===== config.mk =====
export PLATFORM = sky130hd
export DESIGN_NAME = ssp_port
export DESIGN_NICKNAME = d
export VERILOG_FILES = /design/src/hdl/ssp_pkg.sv /design/src/hdl/ssp_sync.sv /design/src/hdl/ssp_port.sv
export SDC_FILE = /design/constraint.sdc
export NUM_CORES = 1
export LEC_CHECK = 0
export BUFFER_PORTS_ARGS = -buffer_cell sky130_fd_sc_hd__buf_2
export CAP_MARGIN = 5
export CORE_UTILIZATION = 35
export DETAILED_ROUTE_END_ITERATION = 7
export PLACE_DENSITY = 0.58
export SLEW_MARGIN = 15
export SYNTH_ARGS = -nofsm -noshare
export SYNTH_HDL_FRONTEND = slang
export SYNTH_SLANG_ARGS = --single-unit

===== constraint.sdc =====
create_clock -name CORE_CLK -period 2.4 [get_ports CORE_CLK]
set_clock_uncertainty 0.05 [all_clocks]
set_input_delay 0.24 -clock CORE_CLK [delete_from_list [all_inputs] [get_ports CORE_CLK]]
set_output_delay 0.24 -clock CORE_CLK [all_outputs]
set_load 0.05 [all_outputs]

===== src/hdl/ssp_pkg.sv =====
// Shared constants and types of the synchronous serial port.
package ssp_pkg;

	localparam int unsigned SSP_MODE_W = 2;

	// Port operating modes.
	localparam logic [1:0] SSP_MODE_OFF        = 2'h0;
	localparam logic [1:0] SSP_MODE_SPI_SLAVE  = 2'h1;
	localparam logic [1:0] SSP_MODE_I2C_SLAVE  = 2'h2;
	localparam logic [1:0] SSP_MODE_I2C_MASTER = 2'h3;

	// Bit counter landmarks of a byte frame.
	localparam logic [3:0] SSP_BIT_FIRST = 4'h0;
	localparam logic [3:0] SSP_BIT_LAST  = 4'h7;
	localparam logic [3:0] SSP_BIT_ACK   = 4'h8;
	localparam logic [3:0] SSP_BIT_DONE  = 4'h9;

	// Quarter phases of one master clock period.
	localparam logic [1:0] SSP_QPH_0 = 2'h0;
	localparam logic [1:0] SSP_QPH_1 = 2'h1;
	localparam logic [1:0] SSP_QPH_2 = 2'h2;
	localparam logic [1:0] SSP_QPH_3 = 2'h3;

	// Master bus timing: a quarter of the serial clock period.
	localparam int unsigned SSP_CLK_MHZ = 200;
	localparam int unsigned SSP_QTR_NS  = 2500;
	localparam int unsigned SSP_QTR_CYC = (SSP_QTR_NS * SSP_CLK_MHZ + 999) / 1000;
	localparam int unsigned SSP_QCNT_W  = 16;

	// Reset values.
	localparam logic [7:0] SSP_BYTE_RST = 8'h00;
	localparam logic [6:0] SSP_ADDR_RST = 7'h00;

	typedef enum logic [2:0] {
		SSP_M_IDLE,
		SSP_M_START,
		SSP_M_HOLD,
		SSP_M_TX,
		SSP_M_STOP,
		SSP_M_RESTART
	} ssp_mst_t;

endpackage


===== src/hdl/ssp_sync.sv =====
// Two-stage synchroniser for pins that arrive from outside the clock domain.
`timescale 1ns/1ps
`default_nettype none
module ssp_sync #(
	parameter int unsigned W = 4
) (
	input  wire logic         clk,
	input  wire logic         rst,
	input  wire logic         ce,
	input  wire logic [W-1:0] d,
	output logic      [W-1:0] q
);

	typedef struct packed {
		logic [W-1:0] s1;
		logic [W-1:0] s2;
	} ssp_sync_t;

	ssp_sync_t st_q;
	ssp_sync_t st_d;

	if (W < 1) begin : g_chk
		$error("ssp_sync needs at least one bit");
	end

	always_comb begin
		st_d.s1 = d;
		st_d.s2 = st_q.s1;
	end

	always_ff @(posedge clk) begin
		if (rst) begin
			st_q <= '0;
		end else if (ce) begin
			st_q <= st_d;
		end
	end

	assign q = st_q.s2;

endmodule
`default_nettype wire


===== src/hdl/ssp_port.sv =====
// Synchronous serial port: SPI slave, I2C slave receive and I2C master transmit.
`timescale 1ns/1ps
`default_nettype none
module ssp_port import ssp_pkg::*; #(
	parameter int unsigned QTR_CYC = SSP_QTR_CYC
) (
	input  wire logic                  CORE_CLK,
	input  wire logic                  RST,
	input  wire logic                  CE,
	input  wire logic [SSP_MODE_W-1:0] MODE,
	input  wire logic [6:0]            SLAVE_ADDR,
	input  wire logic                  BUF_WR,
	input  wire logic [7:0]            BUF_WDATA,
	input  wire logic                  BUF_RD,
	output logic      [7:0]            BUF_RDATA,
	input  wire logic                  CKP_WR,
	input  wire logic                  CKP_WDATA,
	output logic                       CLOCK_RELEASE_POLARITY,
	input  wire logic                  START_OR_STRETCH_ENABLE,
	input  wire logic                  STOP_GENERATE,
	input  wire logic                  RESTART_GENERATE,
	input  wire logic                  ACK_VALUE_SELECT,
	input  wire logic                  START_IRQ_EN,
	input  wire logic                  STOP_IRQ_EN,
	input  wire logic                  IRQ_CLEAR,
	input  wire logic                  WRITE_COLLISION_FLAG_CLEAR,
	input  wire logic                  WAKE_EN,
	output logic                       PORT_IRQ_FLAG,
	output logic                       WAKE,
	output logic                       BUFFER_FULL_FLAG,
	output logic                       WRITE_COLLISION_FLAG,
	output logic                       ACK_RECEIVED_FLAG,
	output logic                       ACK_TIMING_FLAG,
	output logic                       START_SEEN,
	output logic                       STOP_SEEN,
	input  wire logic                  SCK_IN,
	input  wire logic                  SDI,
	output logic                       SDO,
	input  wire logic                  SCL_I,
	output logic                       SCL_O,
	output logic                       SCL_OE,
	input  wire logic                  SDA_I,
	output logic                       SDA_O,
	output logic                       SDA_OE
);

	////////////////////////////////////////////////////////////////////////////////

	localparam logic [SSP_QCNT_W-1:0] QTR_LAST = SSP_QCNT_W'(QTR_CYC - 1);

	if (QTR_CYC < 2 || QTR_CYC > 65535) begin : g_chk
		$error("ssp_port: QTR_CYC must lie between 2 and 65535");
	end

	typedef struct packed {
		logic                  sck_p;
		logic                  scl_p;
		logic                  sda_p;
		logic                  sen_p;
		logic [7:0]            sr;
		logic [7:0]            dbuf;
		logic [3:0]            bcnt;
		logic                  sdo;
		logic                  clock_release_polarity;
		logic                  irq;
		logic                  bf;
		logic                  write_collision_flag;
		logic                  ack_received_flag;
		logic                  ack_timing_flag;
		logic                  start_seen;
		logic                  stop_seen;
		logic                  sl_act;
		logic                  sl_data;
		logic                  ackdrv;
		ssp_mst_t              mst;
		logic [1:0]            qph;
		logic [SSP_QCNT_W-1:0] qcnt;
		logic [3:0]            mbit;
		logic                  m_scl;
		logic                  m_sda;
	} ssp_state_t;

	ssp_state_t q;
	ssp_state_t n;
	logic [3:0] pins_s;
	logic       sck_s;
	logic       sdi_s;
	logic       scl_s;
	logic       sda_s;
	logic       spi_lead;
	logic       spi_trail;
	logic       scl_rise;
	logic       scl_fall;
	logic       start_ev;
	logic       stop_ev;
	logic       tick;
	logic       irq_set;
	logic       bf_set;
	logic       addr_hit;

	function automatic logic [7:0] shift_in(input logic [7:0] v, input logic b);
		shift_in = {v[6:0], b};
	endfunction

	////////////////////////////////////////////////////////////////////////////////

	ssp_sync #(
		.W (4)
	) u_sync (
		.clk (CORE_CLK),
		.rst (RST),
		.ce  (CE),
		.d   ({SCK_IN, SDI, SCL_I, SDA_I}),
		.q   (pins_s)
	);

	assign {sck_s, sdi_s, scl_s, sda_s} = pins_s;

	// The leading edge leaves the idle level chosen by the polarity bit.
	assign spi_lead  = (q.sck_p == q.clock_release_polarity) && (sck_s != q.clock_release_polarity);
	assign spi_trail = (q.sck_p != q.clock_release_polarity) && (sck_s == q.clock_release_polarity);
	assign scl_rise  = scl_s && !q.scl_p;
	assign scl_fall  = !scl_s && q.scl_p;
	assign start_ev  = scl_s && q.scl_p && q.sda_p && !sda_s;
	assign stop_ev   = scl_s && q.scl_p && !q.sda_p && sda_s;
	assign tick      = (q.qcnt == QTR_LAST);
	assign addr_hit  = (q.sr[7:1] == SLAVE_ADDR) && !q.sr[0];

	////////////////////////////////////////////////////////////////////////////////

	always_comb begin
		n       = q;
		irq_set = 1'b0;
		bf_set  = 1'b0;
		n.sck_p = sck_s;
		n.scl_p = scl_s;
		n.sda_p = sda_s;
		n.sen_p = START_OR_STRETCH_ENABLE;
		if (IRQ_CLEAR) begin
			n.irq = 1'b0;
		end
		if (WRITE_COLLISION_FLAG_CLEAR) begin
			n.write_collision_flag = 1'b0;
		end
		if (BUF_RD) begin
			n.bf = 1'b0;
		end
		if (CKP_WR) begin
			n.clock_release_polarity = CKP_WDATA;
		end
		unique case (MODE)
			SSP_MODE_SPI_SLAVE: begin
				if (BUF_WR) begin
					if (q.bcnt != SSP_BIT_FIRST) begin
						n.write_collision_flag = 1'b1;
					end else begin
						n.sr  = BUF_WDATA;
						n.sdo = BUF_WDATA[7];
					end
				end
				// Received bits stay in the shifter, so an unreloaded byte is echoed.
				if (spi_lead) begin
					n.sr = shift_in(n.sr, sdi_s);
					if (q.bcnt == SSP_BIT_LAST) begin
						n.dbuf  = n.sr;
						n.bcnt  = SSP_BIT_FIRST;
						bf_set  = 1'b1;
						irq_set = 1'b1;
					end else begin
						n.bcnt = q.bcnt + 4'h1;
					end
				end else if (spi_trail) begin
					n.sdo = q.sr[7];
				end
			end
			SSP_MODE_I2C_SLAVE: begin
				if (start_ev) begin
					n.start_seen = 1'b1;
					n.stop_seen  = 1'b0;
					irq_set      = START_IRQ_EN;
					n.sl_act     = 1'b1;
					n.sl_data    = 1'b0;
					n.bcnt       = SSP_BIT_FIRST;
					n.ackdrv     = 1'b0;
				end else if (stop_ev) begin
					n.stop_seen  = 1'b1;
					n.start_seen = 1'b0;
					irq_set      = STOP_IRQ_EN;
					n.sl_act     = 1'b0;
					n.ackdrv     = 1'b0;
				end else if (q.sl_act && scl_rise && q.bcnt < SSP_BIT_ACK) begin
					n.sr   = shift_in(q.sr, sda_s);
					n.bcnt = q.bcnt + 4'h1;
				end else if (q.sl_act && scl_fall && q.bcnt == SSP_BIT_ACK) begin
					if (q.sl_data || addr_hit) begin
						n.dbuf   = q.sr;
						bf_set   = 1'b1;
						irq_set  = 1'b1;
						n.clock_release_polarity    = 1'b0;
						n.ack_timing_flag = 1'b1;
						n.ackdrv = 1'b1;
						n.bcnt   = SSP_BIT_DONE;
					end else begin
						n.sl_act = 1'b0;
					end
				end else if (q.sl_act && scl_fall && q.bcnt == SSP_BIT_DONE) begin
					n.ack_timing_flag  = 1'b0;
					n.ackdrv  = 1'b0;
					n.bcnt    = SSP_BIT_FIRST;
					n.sl_data = 1'b1;
					if (!ACK_VALUE_SELECT) begin
						irq_set = 1'b1;
						if (START_OR_STRETCH_ENABLE) begin
							n.clock_release_polarity = 1'b0;
						end
					end else begin
						n.sl_act = 1'b0;
					end
				end
			end
			SSP_MODE_I2C_MASTER: begin
				if (BUF_WR && q.mst != SSP_M_HOLD) begin
					n.write_collision_flag = 1'b1;
				end
				n.qcnt = tick ? '0 : q.qcnt + SSP_QCNT_W'(1);
				unique case (q.mst)
					SSP_M_IDLE: begin
						n.qcnt  = '0;
						n.m_scl = 1'b0;
						n.m_sda = 1'b0;
						if (START_OR_STRETCH_ENABLE && !q.sen_p) begin
							n.mst = SSP_M_START;
							n.qph = SSP_QPH_0;
						end
					end
					SSP_M_HOLD: begin
						n.qcnt  = '0;
						n.qph   = SSP_QPH_0;
						n.m_scl = 1'b1;
						n.m_sda = 1'b0;
						if (BUF_WR) begin
							n.mst   = SSP_M_TX;
							n.sr    = BUF_WDATA;
							n.mbit  = SSP_BIT_FIRST;
							n.m_sda = !BUF_WDATA[7];
							bf_set  = 1'b1;
						end else if (STOP_GENERATE) begin
							n.mst = SSP_M_STOP;
						end else if (RESTART_GENERATE) begin
							n.mst = SSP_M_RESTART;
						end
					end
					SSP_M_START: begin
						if (tick) begin
							n.qph = q.qph + 2'h1;
							if (q.qph == SSP_QPH_1) begin
								n.m_sda = 1'b1;
							end
							// Two quarters of data low under a high clock give the hold time.
							if (q.qph == SSP_QPH_3) begin
								n.m_scl = 1'b1;
								irq_set = 1'b1;
								n.mst   = SSP_M_HOLD;
							end
						end
					end
					SSP_M_RESTART: begin
						if (tick) begin
							n.qph = q.qph + 2'h1;
							unique case (q.qph)
								SSP_QPH_0: n.m_sda = 1'b0;
								SSP_QPH_1: n.m_scl = 1'b0;
								SSP_QPH_2: n.m_sda = 1'b1;
								SSP_QPH_3: begin
									n.m_scl = 1'b1;
									irq_set = 1'b1;
									n.mst   = SSP_M_HOLD;
								end
							endcase
						end
					end
					SSP_M_STOP: begin
						if (tick) begin
							n.qph = q.qph + 2'h1;
							unique case (q.qph)
								SSP_QPH_0: n.m_sda = 1'b1;
								SSP_QPH_1: n.m_scl = 1'b0;
								SSP_QPH_2: n.m_sda = 1'b0;
								SSP_QPH_3: begin
									irq_set = 1'b1;
									n.mst   = SSP_M_IDLE;
								end
							endcase
						end
					end
					SSP_M_TX: begin
						if (tick) begin
							n.qph = q.qph + 2'h1;
							unique case (q.qph)
								// Data moves a quarter after the clock falls, never with it.
								SSP_QPH_0: n.m_sda = (q.mbit == SSP_BIT_ACK) ? 1'b0 : !q.sr[7];
								SSP_QPH_1: n.m_scl = 1'b0;
								SSP_QPH_2: begin
									if (q.mbit == SSP_BIT_ACK) begin
										n.ack_received_flag = sda_s;
									end
								end
								SSP_QPH_3: begin
									n.m_scl = 1'b1;
									if (q.mbit == SSP_BIT_ACK) begin
										irq_set = 1'b1;
										n.mst   = SSP_M_HOLD;
									end else begin
										n.mbit = q.mbit + 4'h1;
										n.sr   = {q.sr[6:0], 1'b0};
										if (q.mbit == SSP_BIT_LAST) begin
											n.bf = 1'b0;
										end
									end
								end
							endcase
						end
					end
					default: begin
						n.mst = SSP_M_IDLE;
					end
				endcase
			end
			SSP_MODE_OFF: begin
				n.bcnt   = SSP_BIT_FIRST;
				n.sl_act = 1'b0;
				n.ackdrv = 1'b0;
				n.ack_timing_flag = 1'b0;
				n.mst    = SSP_M_IDLE;
				n.qcnt   = '0;
				n.m_scl  = 1'b0;
				n.m_sda  = 1'b0;
			end
		endcase
		// Hardware events win over a clear in the same cycle.
		if (irq_set) begin
			n.irq = 1'b1;
		end
		if (bf_set) begin
			n.bf = 1'b1;
		end
	end

	always_ff @(posedge CORE_CLK) begin
		if (RST) begin
			q      <= '0;
			q.mst  <= SSP_M_IDLE;
			q.sr   <= SSP_BYTE_RST;
			q.dbuf <= SSP_BYTE_RST;
		end else if (CE) begin
			q <= n;
		end
	end

	////////////////////////////////////////////////////////////////////////////////

	assign BUF_RDATA              = q.dbuf;
	assign CLOCK_RELEASE_POLARITY = q.clock_release_polarity;
	assign PORT_IRQ_FLAG          = q.irq;
	assign WAKE                   = q.irq && WAKE_EN;
	assign BUFFER_FULL_FLAG       = q.bf;
	assign WRITE_COLLISION_FLAG   = q.write_collision_flag;
	assign ACK_RECEIVED_FLAG      = q.ack_received_flag;
	assign ACK_TIMING_FLAG        = q.ack_timing_flag;
	assign START_SEEN             = q.start_seen;
	assign STOP_SEEN              = q.stop_seen;
	assign SDO                    = q.sdo;
	assign SCL_O                  = 1'b0;
	assign SDA_O                  = 1'b0;
	assign SCL_OE = (MODE == SSP_MODE_I2C_MASTER) ? q.m_scl :
		((MODE == SSP_MODE_I2C_SLAVE) && q.sl_act && !q.clock_release_polarity);
	assign SDA_OE = (MODE == SSP_MODE_I2C_MASTER) ? q.m_sda :
		((MODE == SSP_MODE_I2C_SLAVE) && q.ackdrv && !ACK_VALUE_SELECT);
endmodule
`default_nettype wire


==> impl_metrics.tcl <==
set metrics [dict create \
    arrival_ns 2.47 \
    clkPwrFrac_pct 42.7 \
    pre_cts_slack_ns 0.0431 \
    chipHeight_um 117 \
    coreArea_um2 12800 \
    worstPathMaxFanout 5 \
    grt_pass1_wl_um 21200 \
    synth_top_area_cell "dfxtp_1" \
    syn_area_um2 4650 \
    avgRoutedWirePerCell_um 16.1 \
    drtIter0Drc 324 \
    cts_tree "yes" \
    die_x_um 117 \
    start_kind "flop" \
    first_pass_iters 5 \
    drive_gt1_share_pct 22.6 \
    synth_warnings 0 \
    tightest_slew_ns 0.536 \
    n_antenna_cell 0 \
    synth_top_area_share_pct 30.6 \
    crit_required_ns 2.58 \
    synth.avg_cell_area_um2 8.04 \
    htreeDepth 3 \
    slew_violations 0 \
    synth_cell_types 78 \
    vias 4499 \
    setup_slack_ns 0.109 \
    fin_crit_sh_pct 95.4 \
    antenna_found_initial 0 \
    final_hold_viol_count 0 \
    drt-vias-per-instance 5.42 \
    cts_sinks 71 \
    hp-class "in -> reg" \
    io_pins 59 \
    layout_commonest_cell "nor2_1" \
    setup.worst_path.end_class "flop" \
    num_rows 41 \
    port_buffers 56 \
    synth_edf_count 0 \
    ys.flop_type "dfxtp_1" \
    seq_power_share_pct 42.0 \
    critical_path_class "reg -> reg" \
    synthTopCellsByArea "dfxtp_1 (31%), mux2i_1 (7.5%), nor2_1 (6.3%)" \
    dieArea_um2 13700 \
    postRouteAntennaNets 0 \
    max_cap_viol_count 0 \
    fin_crit_ns 2.29 \
    comb_power_share_pct 15.3 \
    leakage_nw 2.26 \
    layout_common_cells "nor2_1 (77), dfxtp_1 (67), nand2_1 (61)" \
    drt_wl_total_um 13400 \
    clk_pin_slew_ns 0.05 \
    netlist_instances 578 \
    yosysSeqAreaShare_pct 30.6 \
    drc_errors 0 \
    relSlewSlack_pct 63.8 \
    synthArstFlopShare_pct 0 \
    ir_worst_vdd_mv 0.502 \
    cts_buffers 9 \
    clk_path_buf_depth 2 \
    grt.overflow.total 0 \
    clk_latency_ns 0.35 \
    hpwl_um 9970 \
    max_freq_mhz 437 \
    syn_to_final_growth_pct 22.8 \
    p_sw_share_pct 26.7 \
    finalSetupTns_ns 0 \
    finalSetupViolations 0 \
    start_util_pct 36.4 \
    root_buffer "clkbuf_16" \
    grt_pass1_vias 4151 \
    globalplace.congestion 0.855 \
    p_per_area_nw_per_um2 514 \
    ys_ff_latch 71 \
    outcome "finished clean" \
    switchingPower_mw 0.784 \
    nNetsFinal 706 \
    grt_usage_pct 20.4 \
    grt_max_degree 29 \
    p_int_mw 2.15 \
    rsz0062_at_grt "no" \
]
==> routing by layer <==
| metal | GRT usage, % | up-vias | part of all wire, % |
|---|---|---|---|
| met5 | 0 | - | 0 |
| met4 | 7.26 | 0 | 1.6 |
| met3 | 4.07 | 15 | 5.6 |
| met2 | 32.0 | 143 | 44 |
| met1 | 27.6 | 2121 | 48 |
| li1 | - | 2220 | - |
==> final timing paths <==
check / end / slack [ns] / from / depth (start not counted)
min reg2reg: STOP_SEEN / 0.41 / STOP_SEEN / 2
max reg2reg: q[25] / 0.11 / q[16] / 6
max: q[25] / 0.11 / q[16] / 6
min: u_sync.st_d[3] / 0.08 / SCK_IN / 3
==> layout make-up <==
cell class	count	area, um2
clock buffers	16	272
fillers	1277	7060
inverters	17	63.8
multi-input cells	449	3050
flip-flops and latches	71	1430
well taps	172	215
repair buffers	105	686
==> worst max-delay path, stage by stage, from the launching register on <==
cell	delay, ns
dfxtp_1	0.35
or4_4	0.54
nor4_4	0.31
nand2_1	0.11
a221o_1	0.41
a31o_1	0.20
a41o_1	0.21
==> metrics by stage <==
stage | utilization (%) | area [um2] | instances | hold slack, ns | total power, mW
floorplan | - | 4660 | 579 | 0.337 | 1.53
global placement | 41.6 | 5320 | 808 | 0.394 | 1.68
detailed placement | 41.6 | 5320 | 808 | 0.403 | 1.69
CTS | 43.8 | 5590 | 824 | 0.0718 | 2.94
global route | 44.7 | 5710 | 830 | 0.107 | 3.05
finish | 44.7 | 5710 | 830 | 0.0802 | 2.94
==> state kept, by name, indices dropped and copies added, names as in the netlist <==
name	count
ACK_RECEIVED_FLAG	1
u_sync.q	4
WRITE_COLLISION_FLAG	1
u_sync.st_d	4
START_SEEN	1
BUF_RDATA	8
SDO	1
BUFFER_FULL_FLAG	1
PORT_IRQ_FLAG	1
q	46
STOP_SEEN	1
ACK_TIMING_FLAG	1
CLOCK_RELEASE_POLARITY	1
==> Yosys cell counts (4+ instances only) <==
cell / n
a211oi_1: 7
a21oi_1: 24
a222oi_1: 6
a311oi_1: 6
a31oi_1: 7
and3_1: 6
buf_1: 4
buf_4: 10
clkbuf_1: 24
dfxtp_1: 71
ha_1: 16
inv_1: 17
mux2i_1: 35
nand2_1: 61
nand2b_1: 10
nand3_1: 18
nand3b_1: 7
nand4_1: 5
nand4b_1: 4
nor2_1: 78
nor2b_1: 7
nor3_1: 11
nor3b_1: 9
nor4_1: 6
o21ai_0: 24
xnor2_1: 5
xor2_1: 20
==> power by group through the flow <==
stage | combinational (mW) | sequential [mW] | clock [mW]
2_1_floorplan | 0.271 | 1.25 | 0
3_5_place_dp | 0.432 | 1.26 | 0
4_1_cts | 0.433 | 1.23 | 1.28
5_1_grt | 0.489 | 1.24 | 1.32
3_3_place_gp | 0.425 | 1.26 | 0
6_report | 0.450 | 1.23 | 1.25
==> repair_timing <==
action | 4_1_cts | 5_1_grt
endpoints found under the hold margin | 0 | 0
buffers inserted | 0 | 6
endpoints found under the setup margin | 0 | 21
resized for setup | 0 | 17
hold buffers | 0 | 0
==> cell families (layout without fill, tap and decap cells) <==
family,Yosys count,in the layout,synth area share [%]
xor gates and xnor gates,25,25,4.71
adders and majority gates,16,16,4.31
AOI/OAI and AO/OA,119,119,18.5
muxes,38,38,8.26
other,1,2,0.0807
DFF,71,71,30.6
buffers and inverters,59,138,5.81
and+or+nand+nor,249,249,27.7
Power figures use the tool's default switching activity.
